**src/rate_tilt_pkg.sv**
```systemverilog
// Constants shared by the sample-rate and orientation debounce block
package rate_tilt_pkg;

  // Sample-rate register layout and reset value
  localparam int RATE_REG_W = 8;
  localparam int DEBOUNCE_MSB = 7;
  localparam int DEBOUNCE_LSB = 5;
  localparam int WAKE_MSB = 4;
  localparam int WAKE_LSB = 3;
  localparam int ACTIVE_MSB = 2;
  localparam int ACTIVE_LSB = 0;
  localparam logic [7:0] SAMPLE_RATE_RESET = 8'h00;

  // Address of the orientation status register
  localparam logic [7:0] ORIENT_STATUS_ADDR = 8'h03;

  // Active-rate codes
  localparam logic [2:0] ACTIVE_120SPS_TAP = 3'h0;
  localparam logic [2:0] ACTIVE_64SPS = 3'h1;
  localparam logic [2:0] ACTIVE_32SPS = 3'h2;
  localparam logic [2:0] ACTIVE_16SPS = 3'h3;
  localparam logic [2:0] ACTIVE_8SPS = 3'h4;
  localparam logic [2:0] ACTIVE_4SPS = 3'h5;
  localparam logic [2:0] ACTIVE_2SPS = 3'h6;
  localparam logic [2:0] ACTIVE_1SPS = 3'h7;

  // Wake-rate codes
  localparam logic [1:0] WAKE_32SPS = 2'h0;
  localparam logic [1:0] WAKE_16SPS = 2'h1;
  localparam logic [1:0] WAKE_8SPS = 2'h2;
  localparam logic [1:0] WAKE_1SPS = 2'h3;

  // Sample periods in milliseconds
  localparam real CLK_KHZ = 25000.0;
  localparam real T_120SPS_MS = 8.36;
  localparam real T_64SPS_MS = 15.625;
  localparam real T_32SPS_MS = 31.25;
  localparam real T_16SPS_MS = 62.5;
  localparam real T_8SPS_MS = 125.0;
  localparam real T_4SPS_MS = 250.0;
  localparam real T_2SPS_MS = 500.0;
  localparam real T_1SPS_MS = 1000.0;

  // Sample periods in clock cycles
  localparam int CYC_120SPS = $rtoi(T_120SPS_MS * CLK_KHZ + 0.5);
  localparam int CYC_64SPS = $rtoi(T_64SPS_MS * CLK_KHZ + 0.5);
  localparam int CYC_32SPS = $rtoi(T_32SPS_MS * CLK_KHZ + 0.5);
  localparam int CYC_16SPS = $rtoi(T_16SPS_MS * CLK_KHZ + 0.5);
  localparam int CYC_8SPS = $rtoi(T_8SPS_MS * CLK_KHZ + 0.5);
  localparam int CYC_4SPS = $rtoi(T_4SPS_MS * CLK_KHZ + 0.5);
  localparam int CYC_2SPS = $rtoi(T_2SPS_MS * CLK_KHZ + 0.5);
  localparam int CYC_1SPS = $rtoi(T_1SPS_MS * CLK_KHZ + 0.5);
  localparam int PERIOD_W = 25;

  // Averaging
  localparam int AXIS_W = 6;
  localparam int AVG_SHIFT = 5;
  localparam int SUM_W = AXIS_W + AVG_SHIFT;
  localparam logic [4:0] AVG_LAST = 5'h1f;

  // Orientation codes
  localparam logic [2:0] ORIENT_UNKNOWN = 3'h0;
  localparam logic [2:0] ORIENT_X_POS = 3'h1;
  localparam logic [2:0] ORIENT_X_NEG = 3'h2;
  localparam logic [2:0] ORIENT_Y_NEG = 3'h5;
  localparam logic [2:0] ORIENT_Y_POS = 3'h6;

endpackage
```
**src/axis_averager.sv**
```systemverilog
// Accumulator that averages 32 raw readings of one axis
`timescale 1ns/1ps
`default_nettype none
module axis_averager (
  // Clock and reset
  input wire logic clk,
  input wire logic rst,
  // Control
  input wire logic clear,
  input wire logic add,
  // Data
  input wire logic [rate_tilt_pkg::AXIS_W-1:0] raw,
  output logic [rate_tilt_pkg::AXIS_W-1:0] avg
);

  logic signed [rate_tilt_pkg::SUM_W-1:0] sum;
  logic signed [rate_tilt_pkg::SUM_W-1:0] raw_ext;

  assign raw_ext = rate_tilt_pkg::SUM_W'($signed(raw));

  // Running sum, cleared at sample start
  always_ff @(posedge clk or posedge rst) begin
    if (rst) begin
      sum <= '0;
    end else if (clear) begin
      sum <= '0;
    end else if (add) begin
      sum <= sum + raw_ext;
    end
  end

  // Divide by 32
  assign avg = sum[rate_tilt_pkg::SUM_W-1:rate_tilt_pkg::AVG_SHIFT];

endmodule
`default_nettype wire

```
**src/rate_tilt_debounce.sv**
```systemverilog
// Sample cadence, 32-reading averaging and orientation debounce
`timescale 1ns/1ps
`default_nettype none
module rate_tilt_debounce #(
  parameter int PER_120SPS = rate_tilt_pkg::CYC_120SPS,
  parameter int PER_64SPS = rate_tilt_pkg::CYC_64SPS,
  parameter int PER_32SPS = rate_tilt_pkg::CYC_32SPS,
  parameter int PER_16SPS = rate_tilt_pkg::CYC_16SPS,
  parameter int PER_8SPS = rate_tilt_pkg::CYC_8SPS,
  parameter int PER_4SPS = rate_tilt_pkg::CYC_4SPS,
  parameter int PER_2SPS = rate_tilt_pkg::CYC_2SPS,
  parameter int PER_1SPS = rate_tilt_pkg::CYC_1SPS
) (
  // Clock and reset
  input wire logic CORE_CLK,
  input wire logic RST,
  // Sample-rate register write port
  input wire logic RATE_WR_EN,
  input wire logic [7:0] RATE_WR_DATA,
  output logic [7:0] SAMPLE_RATE_REG,
  // Operating state
  input wire logic AUTO_WAKE,
  // Raw sensing-cell readings
  input wire logic RAW_VALID,
  input wire logic [5:0] RAW_X,
  input wire logic [5:0] RAW_Y,
  input wire logic [5:0] RAW_Z,
  // Averaged axis outputs
  output logic [5:0] X_AXIS_OUT,
  output logic [5:0] Y_AXIS_OUT,
  output logic [5:0] Z_AXIS_OUT,
  // Orientation status and sample flags
  output logic [2:0] ORIENT_STATUS,
  output logic SAMPLE_DONE,
  output logic MEAS_REQ,
  output logic TAP_MODE
);

  typedef enum logic [1:0] {IDLE, COLLECT, LOAD, ORIENT} seq_t;

  localparam int PW = rate_tilt_pkg::PERIOD_W;

  seq_t state;
  logic [PW-1:0] rate_cnt;
  logic [PW-1:0] period;
  logic [PW-1:0] last_period;
  logic tick;
  logic [4:0] reading_cnt;
  logic avg_clear;
  logic avg_add;
  logic [5:0] avg_x;
  logic [5:0] avg_y;
  logic [5:0] avg_z;
  logic [2:0] active_rate_sel;
  logic [1:0] wake_rate_sel;
  logic [2:0] orient_debounce_sel;
  logic [2:0] candidate;
  logic [3:0] agree_cnt;
  logic [3:0] need_cnt;
  logic [3:0] next_agree;
  logic [2:0] new_orient;
  logic signed [6:0] sx;
  logic signed [6:0] sy;
  logic [6:0] mag_x;
  logic [6:0] mag_y;

  // Sample-rate register
  always_ff @(posedge CORE_CLK or posedge RST) begin
    if (RST) begin
      SAMPLE_RATE_REG <= rate_tilt_pkg::SAMPLE_RATE_RESET;
    end else if (RATE_WR_EN) begin
      SAMPLE_RATE_REG <= RATE_WR_DATA;
    end
  end

  // Field split
  assign orient_debounce_sel =
    SAMPLE_RATE_REG[rate_tilt_pkg::DEBOUNCE_MSB:rate_tilt_pkg::DEBOUNCE_LSB];
  assign wake_rate_sel =
    SAMPLE_RATE_REG[rate_tilt_pkg::WAKE_MSB:rate_tilt_pkg::WAKE_LSB];
  assign active_rate_sel =
    SAMPLE_RATE_REG[rate_tilt_pkg::ACTIVE_MSB:rate_tilt_pkg::ACTIVE_LSB];

  // Governing sample period
  always_comb begin
    period = PW'(PER_1SPS);
    if (AUTO_WAKE) begin
      unique case (wake_rate_sel)
        rate_tilt_pkg::WAKE_32SPS: period = PW'(PER_32SPS);
        rate_tilt_pkg::WAKE_16SPS: period = PW'(PER_16SPS);
        rate_tilt_pkg::WAKE_8SPS: period = PW'(PER_8SPS);
        rate_tilt_pkg::WAKE_1SPS: period = PW'(PER_1SPS);
      endcase
    end else begin
      unique case (active_rate_sel)
        rate_tilt_pkg::ACTIVE_120SPS_TAP: period = PW'(PER_120SPS);
        rate_tilt_pkg::ACTIVE_64SPS: period = PW'(PER_64SPS);
        rate_tilt_pkg::ACTIVE_32SPS: period = PW'(PER_32SPS);
        rate_tilt_pkg::ACTIVE_16SPS: period = PW'(PER_16SPS);
        rate_tilt_pkg::ACTIVE_8SPS: period = PW'(PER_8SPS);
        rate_tilt_pkg::ACTIVE_4SPS: period = PW'(PER_4SPS);
        rate_tilt_pkg::ACTIVE_2SPS: period = PW'(PER_2SPS);
        rate_tilt_pkg::ACTIVE_1SPS: period = PW'(PER_1SPS);
      endcase
    end
  end

  // Period timer, restarted when the governing period changes
  always_ff @(posedge CORE_CLK or posedge RST) begin
    if (RST) begin
      rate_cnt <= '0;
      last_period <= '0;
      tick <= 1'b0;
    end else begin
      last_period <= period;
      if (period != last_period) begin
        rate_cnt <= '0;
        tick <= 1'b0;
      end else if (rate_cnt >= period - PW'(1)) begin
        rate_cnt <= '0;
        tick <= 1'b1;
      end else begin
        rate_cnt <= rate_cnt + PW'(1);
        tick <= 1'b0;
      end
    end
  end

  // Fast tap sampling flag
  always_ff @(posedge CORE_CLK or posedge RST) begin
    if (RST) begin
      TAP_MODE <= 1'b0;
    end else begin
      TAP_MODE <= !AUTO_WAKE &&
        (active_rate_sel == rate_tilt_pkg::ACTIVE_120SPS_TAP);
    end
  end

  // Sample sequencer
  always_ff @(posedge CORE_CLK or posedge RST) begin
    if (RST) begin
      state <= IDLE;
    end else begin
      unique case (state)
        IDLE: begin
          if (tick) begin
            state <= COLLECT;
          end
        end
        COLLECT: begin
          if (RAW_VALID && reading_cnt == rate_tilt_pkg::AVG_LAST) begin
            state <= LOAD;
          end
        end
        LOAD: begin
          state <= ORIENT;
        end
        ORIENT: begin
          state <= IDLE;
        end
      endcase
    end
  end

  // Reading counter
  always_ff @(posedge CORE_CLK or posedge RST) begin
    if (RST) begin
      reading_cnt <= '0;
    end else if (state == IDLE) begin
      reading_cnt <= '0;
    end else if (avg_add) begin
      reading_cnt <= reading_cnt + 5'h1;
    end
  end

  // Measurement request while collecting
  always_ff @(posedge CORE_CLK or posedge RST) begin
    if (RST) begin
      MEAS_REQ <= 1'b0;
    end else if (state == IDLE && tick) begin
      MEAS_REQ <= 1'b1;
    end else if (state == COLLECT && RAW_VALID &&
                 reading_cnt == rate_tilt_pkg::AVG_LAST) begin
      MEAS_REQ <= 1'b0;
    end
  end

  assign avg_clear = (state == IDLE) && tick;
  assign avg_add = (state == COLLECT) && RAW_VALID;

  axis_averager u_avg_x (
    .clk(CORE_CLK),
    .rst(RST),
    .clear(avg_clear),
    .add(avg_add),
    .raw(RAW_X),
    .avg(avg_x)
  );

  axis_averager u_avg_y (
    .clk(CORE_CLK),
    .rst(RST),
    .clear(avg_clear),
    .add(avg_add),
    .raw(RAW_Y),
    .avg(avg_y)
  );

  axis_averager u_avg_z (
    .clk(CORE_CLK),
    .rst(RST),
    .clear(avg_clear),
    .add(avg_add),
    .raw(RAW_Z),
    .avg(avg_z)
  );

  // Axis output registers
  always_ff @(posedge CORE_CLK or posedge RST) begin
    if (RST) begin
      X_AXIS_OUT <= '0;
      Y_AXIS_OUT <= '0;
      Z_AXIS_OUT <= '0;
    end else if (state == LOAD) begin
      X_AXIS_OUT <= avg_x;
      Y_AXIS_OUT <= avg_y;
      Z_AXIS_OUT <= avg_z;
    end
  end

  // Orientation of the newest sample
  assign sx = 7'($signed(X_AXIS_OUT));
  assign sy = 7'($signed(Y_AXIS_OUT));
  assign mag_x = sx[6] ? 7'(-sx) : 7'(sx);
  assign mag_y = sy[6] ? 7'(-sy) : 7'(sy);

  always_comb begin
    new_orient = rate_tilt_pkg::ORIENT_UNKNOWN;
    if (mag_x == 7'h00 && mag_y == 7'h00) begin
      new_orient = rate_tilt_pkg::ORIENT_UNKNOWN;
    end else if (mag_x >= mag_y) begin
      new_orient = sx[6] ? rate_tilt_pkg::ORIENT_X_NEG
                         : rate_tilt_pkg::ORIENT_X_POS;
    end else begin
      new_orient = sy[6] ? rate_tilt_pkg::ORIENT_Y_NEG
                         : rate_tilt_pkg::ORIENT_Y_POS;
    end
  end

  // Agreeing samples needed
  assign need_cnt = {1'b0, orient_debounce_sel} + 4'h1;
  assign next_agree = agree_cnt + 4'h1;

  // Debounce, one step per sample at the governing rate
  always_ff @(posedge CORE_CLK or posedge RST) begin
    if (RST) begin
      candidate <= rate_tilt_pkg::ORIENT_UNKNOWN;
      agree_cnt <= '0;
      ORIENT_STATUS <= rate_tilt_pkg::ORIENT_UNKNOWN;
    end else if (state == ORIENT) begin
      if (orient_debounce_sel == 3'h0) begin
        candidate <= new_orient;
        agree_cnt <= 4'h1;
        ORIENT_STATUS <= new_orient;
      end else if (new_orient != candidate) begin
        candidate <= new_orient;
        agree_cnt <= 4'h1;
      end else if (next_agree >= need_cnt) begin
        agree_cnt <= need_cnt;
        ORIENT_STATUS <= candidate;
      end else begin
        agree_cnt <= next_agree;
      end
    end
  end

  // Sample completion pulse
  always_ff @(posedge CORE_CLK or posedge RST) begin
    if (RST) begin
      SAMPLE_DONE <= 1'b0;
    end else begin
      SAMPLE_DONE <= (state == ORIENT);
    end
  end

endmodule
`default_nettype wire

```
**config.mk**
```make
export PLATFORM = sky130hd
export DESIGN_NAME = rate_tilt_debounce
export DESIGN_NICKNAME = d
export VERILOG_FILES = /design/src/rate_tilt_pkg.sv /design/src/axis_averager.sv /design/src/rate_tilt_debounce.sv
export SDC_FILE = /design/constraint.sdc
export NUM_CORES = 1
export LEC_CHECK = 0
export CAP_MARGIN = 20
export CELL_PAD_IN_SITES_DETAIL_PLACEMENT = 1
export CELL_PAD_IN_SITES_GLOBAL_PLACEMENT = 2
export CORE_MARGIN = 2
export CORE_UTILIZATION = 30
export CTS_CLUSTER_SIZE = 24
export DETAILED_ROUTE_END_ITERATION = 12
export DONT_BUFFER_PORTS = 1
export HOLD_SLACK_MARGIN = 0.03
export PLACE_DENSITY = 0.6
export SLEW_MARGIN = 15
export SYNTH_ARGS = -nofsm -noshare
export SYNTH_HDL_FRONTEND = slang
export SYNTH_HIERARCHICAL = 1
export SYNTH_SLANG_ARGS = --single-unit
```
**constraint.sdc**
```tcl
create_clock -name CORE_CLK -period 5.4 [get_ports CORE_CLK]
set_input_delay 0.81 -clock CORE_CLK [delete_from_list [all_inputs] [get_ports CORE_CLK]]
set_output_delay 0.81 -clock CORE_CLK [all_outputs]
set_load 0.05 [all_outputs]
```
* Word level (Yosys, flattened, before mapping)
Memory sizes are Yosys's and may differ from the RTL's.
Cells that the tools add are included.
** Cells by class
- Add/sub/neg operators :: 10
- Multipliers :: 0
- Divide/modulo/power cells :: 0
- $lt $le $gt $ge :: 3
- Eq/ne operators :: 12
- Shift-type cells :: 0
- Multiplexer cells :: 33
- Bitwise operators :: 0
- Reductions and logical operators :: 21
** Operators with widths (number)
- $pmux 25 s4 :: 1
- $mux 25 :: 3
- $mux 11 :: 6
- $add 11x6->11 :: 3
- $add 25x1->25 const B :: 1
- $ge 25x25->1 :: 1
- $ne 25x25->1 :: 1
- $sub 25x1->25 const B :: 1
- $mux 3 :: 7
- $logic_not 7->1 :: 2
- $mux 7 :: 2
- $neg 6->7 :: 2
- $mux 4 :: 3
- $mux 5 :: 2
- $reduce_bool 2->1 :: 5
- $eq 2x2->1 const B :: 4
- $mux 2 :: 4
- $pmux 2 s4 :: 1
- $ge 7x7->1 :: 1
- $logic_and 1x1->1 :: 6
- $logic_not 3->1 :: 2
- $ne 2x2->1 const B :: 3
- $add 5x1->5 const B :: 1
- $eq 5x5->1 const B :: 1
- 10 further kinds :: 16
** Word-level totals
- Flip-flop bits (word level) :: 130
- Latch bits :: 0
- Memory bits (writable) :: 0
- ROM bits :: 200
- Input bits :: 31
- Word-level logic and storage cells :: 98
- Memories kept :: 1
** Memory list
- (no name shown) :: depth 8, bits a word 25, read ports 1, clocked after memory_dff 0, write ports 0, RTL line rate_tilt_debounce.sv:95 : unique case (active_rate_sel)

* Depth between registers and ports, before layout
- Word-level depth :: 8
- Depth in mapped cells :: 19
- Depth with buffers taken out :: 17

* By module
Netlist, hierarchy kept.
** By module, submodules not included
- rate_tilt_debounce :: times used 1, cells an instance 623, area an instance 6155.9 um^2, seq. area each 2402.3 um^2
- axis_averager :: times used 3, cells an instance 117, area an instance 1016.0 um^2, seq. area each 275.3 um^2

* Worst setup path before layout
No wires, ideal clock.
- Kind :: input-to-reg
- From :: in AUTO_WAKE
- To :: reg rate_cnt[16]
- Setup time :: 145 ps
- Data arrival time :: 4028 ps
- Setup slack :: 1228 ps
- Stages :: 16
- Path through :: buf_4 > buf_4 > buf_2 > buf_2 > o22a_1 > nor3_1 > nor3b_1 > xnor2_1 > ha_1 > and3_1 > nand3_1 > a2111oi_0 > o41ai_1 > nand3_1 > clkbuf_1 > nor3_2
** Between the ends
- Cells in the longest elaborated chain, start to end :: 5
** Ends and longest elaborated chain
- from (decl) :: RTL line rate_tilt_debounce.sv:22 : input wire logic AUTO_WAKE,
- $mux 25 (*) :: RTL line rate_tilt_debounce.sv:87 : if (AUTO_WAKE) begin
- $sub 25x1->25 :: RTL line rate_tilt_debounce.sv:119 : end else if (rate_cnt >= period - PW'(1)) begin
- $ge 25x25->1 :: RTL line rate_tilt_debounce.sv:119
- $mux 25 :: RTL line rate_tilt_debounce.sv:119
- $mux 25 (*) :: RTL line rate_tilt_debounce.sv:116 : if (period != last_period) begin
- to (signal assigned) :: RTL line rate_tilt_debounce.sv:123 : rate_cnt <= rate_cnt + PW'(1);
- to (decl) :: RTL line rate_tilt_debounce.sv:44 : logic [PW-1:0] rate_cnt;
Mark *: on every way between the ends. The rest lies on a longest branch, timed or not.
A chain may end at the register's enable or synchronous reset.

* Final worst setup path
- From :: reg SAMPLE_RATE_REG[3]
- To :: reg rate_cnt[4]
** Between the ends
- Cells in the longest elaborated chain, start to end :: 7
** Ends and longest elaborated chain
- from (decl) :: RTL line rate_tilt_debounce.sv:20 : output logic [7:0] SAMPLE_RATE_REG,
- from (signal assigned) :: RTL line rate_tilt_debounce.sv:70 : SAMPLE_RATE_REG <= rate_tilt_pkg::SAMPLE_RATE_RESET;
- $eq 2x2->1, or another cell as far along :: RTL line rate_tilt_debounce.sv:88 : unique case (wake_rate_sel)
- $pmux 25 s4 (*) :: RTL line rate_tilt_debounce.sv:88
- $mux 25 (*) :: RTL line rate_tilt_debounce.sv:87
- $sub 25x1->25 :: RTL line rate_tilt_debounce.sv:119
- $ge 25x25->1 :: RTL line rate_tilt_debounce.sv:119
- $mux 25 :: RTL line rate_tilt_debounce.sv:119
- $mux 25 (*) :: RTL line rate_tilt_debounce.sv:116
Mark *: on every way between the ends. The rest lies on a longest branch, timed or not. The select of a mux whose other input is x is not followed.

==> run summary <==
Drt drc -> 0
RSZ-0062 raised after global routing -> no
Post-layout minimum cycle time -> 4.30 ns
Largest net degree at the start of global routing -> 60
Total clock sinks -> 129
Post-DP HPWL -> 16900 um
Post-route cell area -> 0.0101 mm2
Ant. Diodes -> 0
Detailed Routing Iterations Pass 1 -> 4
Synth warn -> 6
Post-synth EDFFs -> 0
Slew margin rel. -> 0.441
XOR/XNOR Fraction of Synth Area -> 0.0657
Gpl congestion -> 0.765
Post-synth top area cell -> dfrtp_1
P per Cell Area -> 315 mW/mm2
Final TNS setup -> 0 ns
Area Growth Syn to Fin -> 9.65%
Synthesized area per cell -> 9.45 um2
Hold slack -> 0.310 ns
Max Transition Viols Final -> 0
Slowest-stage cell, CP -> dfrtp_1
Final Hold Viols -> 0
Top cells by area, synth -> dfrtp_1, ha_1, xnor2_1
Placed cell area -> 0.00944 mm2
Row cnt -> 64
Setup crit end kind -> flop
Clock Skews -> 0.0113 ns
Worst Setup Slack, final -> 1.10 ns
Num ports -> 63
Top FF cell, synth -> dfrtp_1
Routed WL per cell -> 17.0 um
Worst min-delay path class -> in2async
Syn nets -> 1094
Setup CP Type -> reg2reg
Post-route ant nets -> 0
Synth async-reset ratio -> 1.00
Most instantiated library cell after synthesis -> dfrtp_1
CTS Hold Buffers Added -> 0
Sequential-to-total area share from yosys stat -> 0.351
Gate Count Post-Synth -> 974
Top-area cell type share of the netlist area -> 0.351
Final #Nets -> 1069
Crit-path max FO -> 26
WP buf/inv -> 2
Clock slew seen by the registers of the worst setup and hold paths -> 0.06 ns
Largest delay share family, worst path -> simple AND/OR/NAND/NOR gates
Top cells by count, synth -> dfrtp_1, ha_1, nand2_1
Final period util -> 0.797
CP cell instances -> inv_1, ha_1, nand2b_1, o22a_1, nor3_1, nor3b_1, xnor2_1, ha_1, and3_1, nand3_1, a2111oi_0, o41ai_1, nand3_1, buf_4, nor3_1
Max-Cap Viols -> 0
Buffer depth of the longest clock path -> 2
Max IR drop VDD -> 0.197 mV
Die Y -> 179 um
Synth Area in Compound Gates -> 0.140
Outcome -> complete, no violations
Routed Wire Length -> 23100 um
Cell variety after synth -> 76
Startpoint Class -> flop
Share of cells above drive strength 1 -> 0.114
Inserted Clock Buffers -> 17
Crit-path max cell delay -> 0.73 ns
Total gr overflow -> 0
Slew @ Worst Pin -> 0.838 ns
Drt via density -> 5.06
Max Freq -> 232 MHz
H-tree levels -> 4
Die width -> 179 um
CTS tree -> built
P_leak -> 4.37 nW
Clock Tree Root -> clkbuf_16
Multiplexer share of the synthesized area -> 0.0527
Largest family of logic cells by synthesized area -> simple AND/OR/NAND/NOR gates
Synth Register Bits -> 129
Worst-Skew Late Latency -> 0.44 ns
Post-CTS setup buffer count -> 0
First DRT Iteration DRCs -> 237
First-pass GRT wire length -> 38200 um
Pre-CTS WS -> 1.07 ns
PortBufs -> 0
Synth Cell Area -> 0.00920 mm2
CORE AREA -> 0.0304 mm2
Final setup viols -> 0
Simple-gate share of the synthesized area -> 0.204
Full die area -> 0.0321 mm2
Initial antenna violation count -> 0
Initial core utilization -> 0.302
Total GRT Usage -> 0.153
Vias post-DR -> 6872
Adder-cell share of the synthesized area -> 0.123
Worst path required time -> 5.70 ns
Crit path DAT -> 4.60 ns
PostCTS Resize Cnt -> 0
Vias in the first global route -> 7058
## placed cells by master (no fill, tap or decap), types with 8 or more instances in the layout
cell and count:
a21o_1 13, xnor2_1 36, inv_1 61, clkbuf_16 17
nor3_2 20, ha_1 86, nand2_1 68, nand4_1 23
nor2b_1 16, xor2_1 33, o22ai_1 10, dfrtp_1 129
nand3_1 28, mux2_2 20, nand2b_1 26, nor3_1 15
buf_4 8, a21oi_1 53, mux2i_1 26, nand3b_1 11
and3_1 10, nor2_1 52, o21ai_0 47, a211oi_1 13
## power by group
| group | switching (mW) | leakage [nW] | internal [mW] |
|---|---|---|---|
| combinational | 0.450 | 2.40 | 0.315 |
| sequential | 0.0855 | 1.66 | 1.06 |
| clock | 0.470 | 0.307 | 0.799 |
| total | 1.01 | 4.37 | 2.17 |
## flip-flops by register name, summed over array words and instances, names as in the netlist, 4 cells and up
| name | flops |
|---|---|
| rate_cnt | 25 |
| last_period | 24 |
| u_avg_x/sum | 11 |
| u_avg_y/sum | 11 |
| u_avg_z/sum | 11 |
| SAMPLE_RATE_REG | 8 |
| X_AXIS_OUT | 6 |
| Y_AXIS_OUT | 6 |
| Z_AXIS_OUT | 6 |
| reading_cnt | 5 |
| agree_cnt | 4 |
## per-stage QoR
| stage | cells | power (mW) | utilization |
|---|---|---|---|
| final | 1358 | 3.18 | 0.332 |
| after global routing | 1358 | 3.39 | 0.332 |
| after CTS | 1357 | 3.24 | 0.331 |
| after detailed placement | 1325 | 1.93 | 0.310 |
| after global placement | 1324 | 1.92 | 0.310 |
| after floorplan | 974 | 1.80 | - |
## cell families after synthesis
| group | Yosys count |
|---|---|
| AND/OR/NAND/NOR | 328 |
| AO/OA/AOI/OAI | 194 |
| flip-flops | 129 |
| buffers and inverters | 117 |
| adder cells (fa/ha/maj) | 89 |
| XOR/XNOR | 69 |
| multiplexers | 46 |
| other | 2 |
## worst reg2reg max path, cell delays in order (launching register included)
cell       delay, ns
dfrtp_1         0.73
inv_1           0.20
ha_1            0.28
nand2b_1        0.22
o22a_1          0.25
nor3_1          0.29
nor3b_1         0.35
xnor2_1         0.14
ha_1            0.30
and3_1          0.14
nand3_1         0.08
a2111oi_0       0.45
o41ai_1         0.14
nand3_1         0.09
buf_4           0.38
nor3_1          0.13
## final timing paths
path                                    start               to  slack [ns]  cells past startpoint
min                                       RST  u_avg_x/sum[10]        0.31                      1
max in group asynchronous                 RST   last_period[0]        3.99                      2
max                        SAMPLE_RATE_REG[3]      rate_cnt[4]        1.10                     15
min in group CORE_CLK               AUTO_WAKE         TAP_MODE        0.45                      1
min reg2reg                    u_avg_x/sum[0]   u_avg_x/sum[0]        0.53                      2
max reg2reg                SAMPLE_RATE_REG[3]      rate_cnt[4]        1.10                     15
## area by class of cell
type,instances,area (um2)
clock buffer,20,457
sequential,129,3230
multi-input combinational,728,5400
timing repair buffer,10,95.1
fill,3506,20300
tap,396,495
inverter,63,239
clock inverter,12,180
## per-layer routing
layer  vias up  wire length, um  track usage  part of all wire
li1       3405                -            -                 -
met1      3384            12000        0.215              0.52
met2        67            10100        0.233              0.44
met3        16              755       0.0356             0.033
met4         0              263       0.0447             0.011
met5         -                0            0                 0
Note: power is estimated with default switching activity, not from simulation.
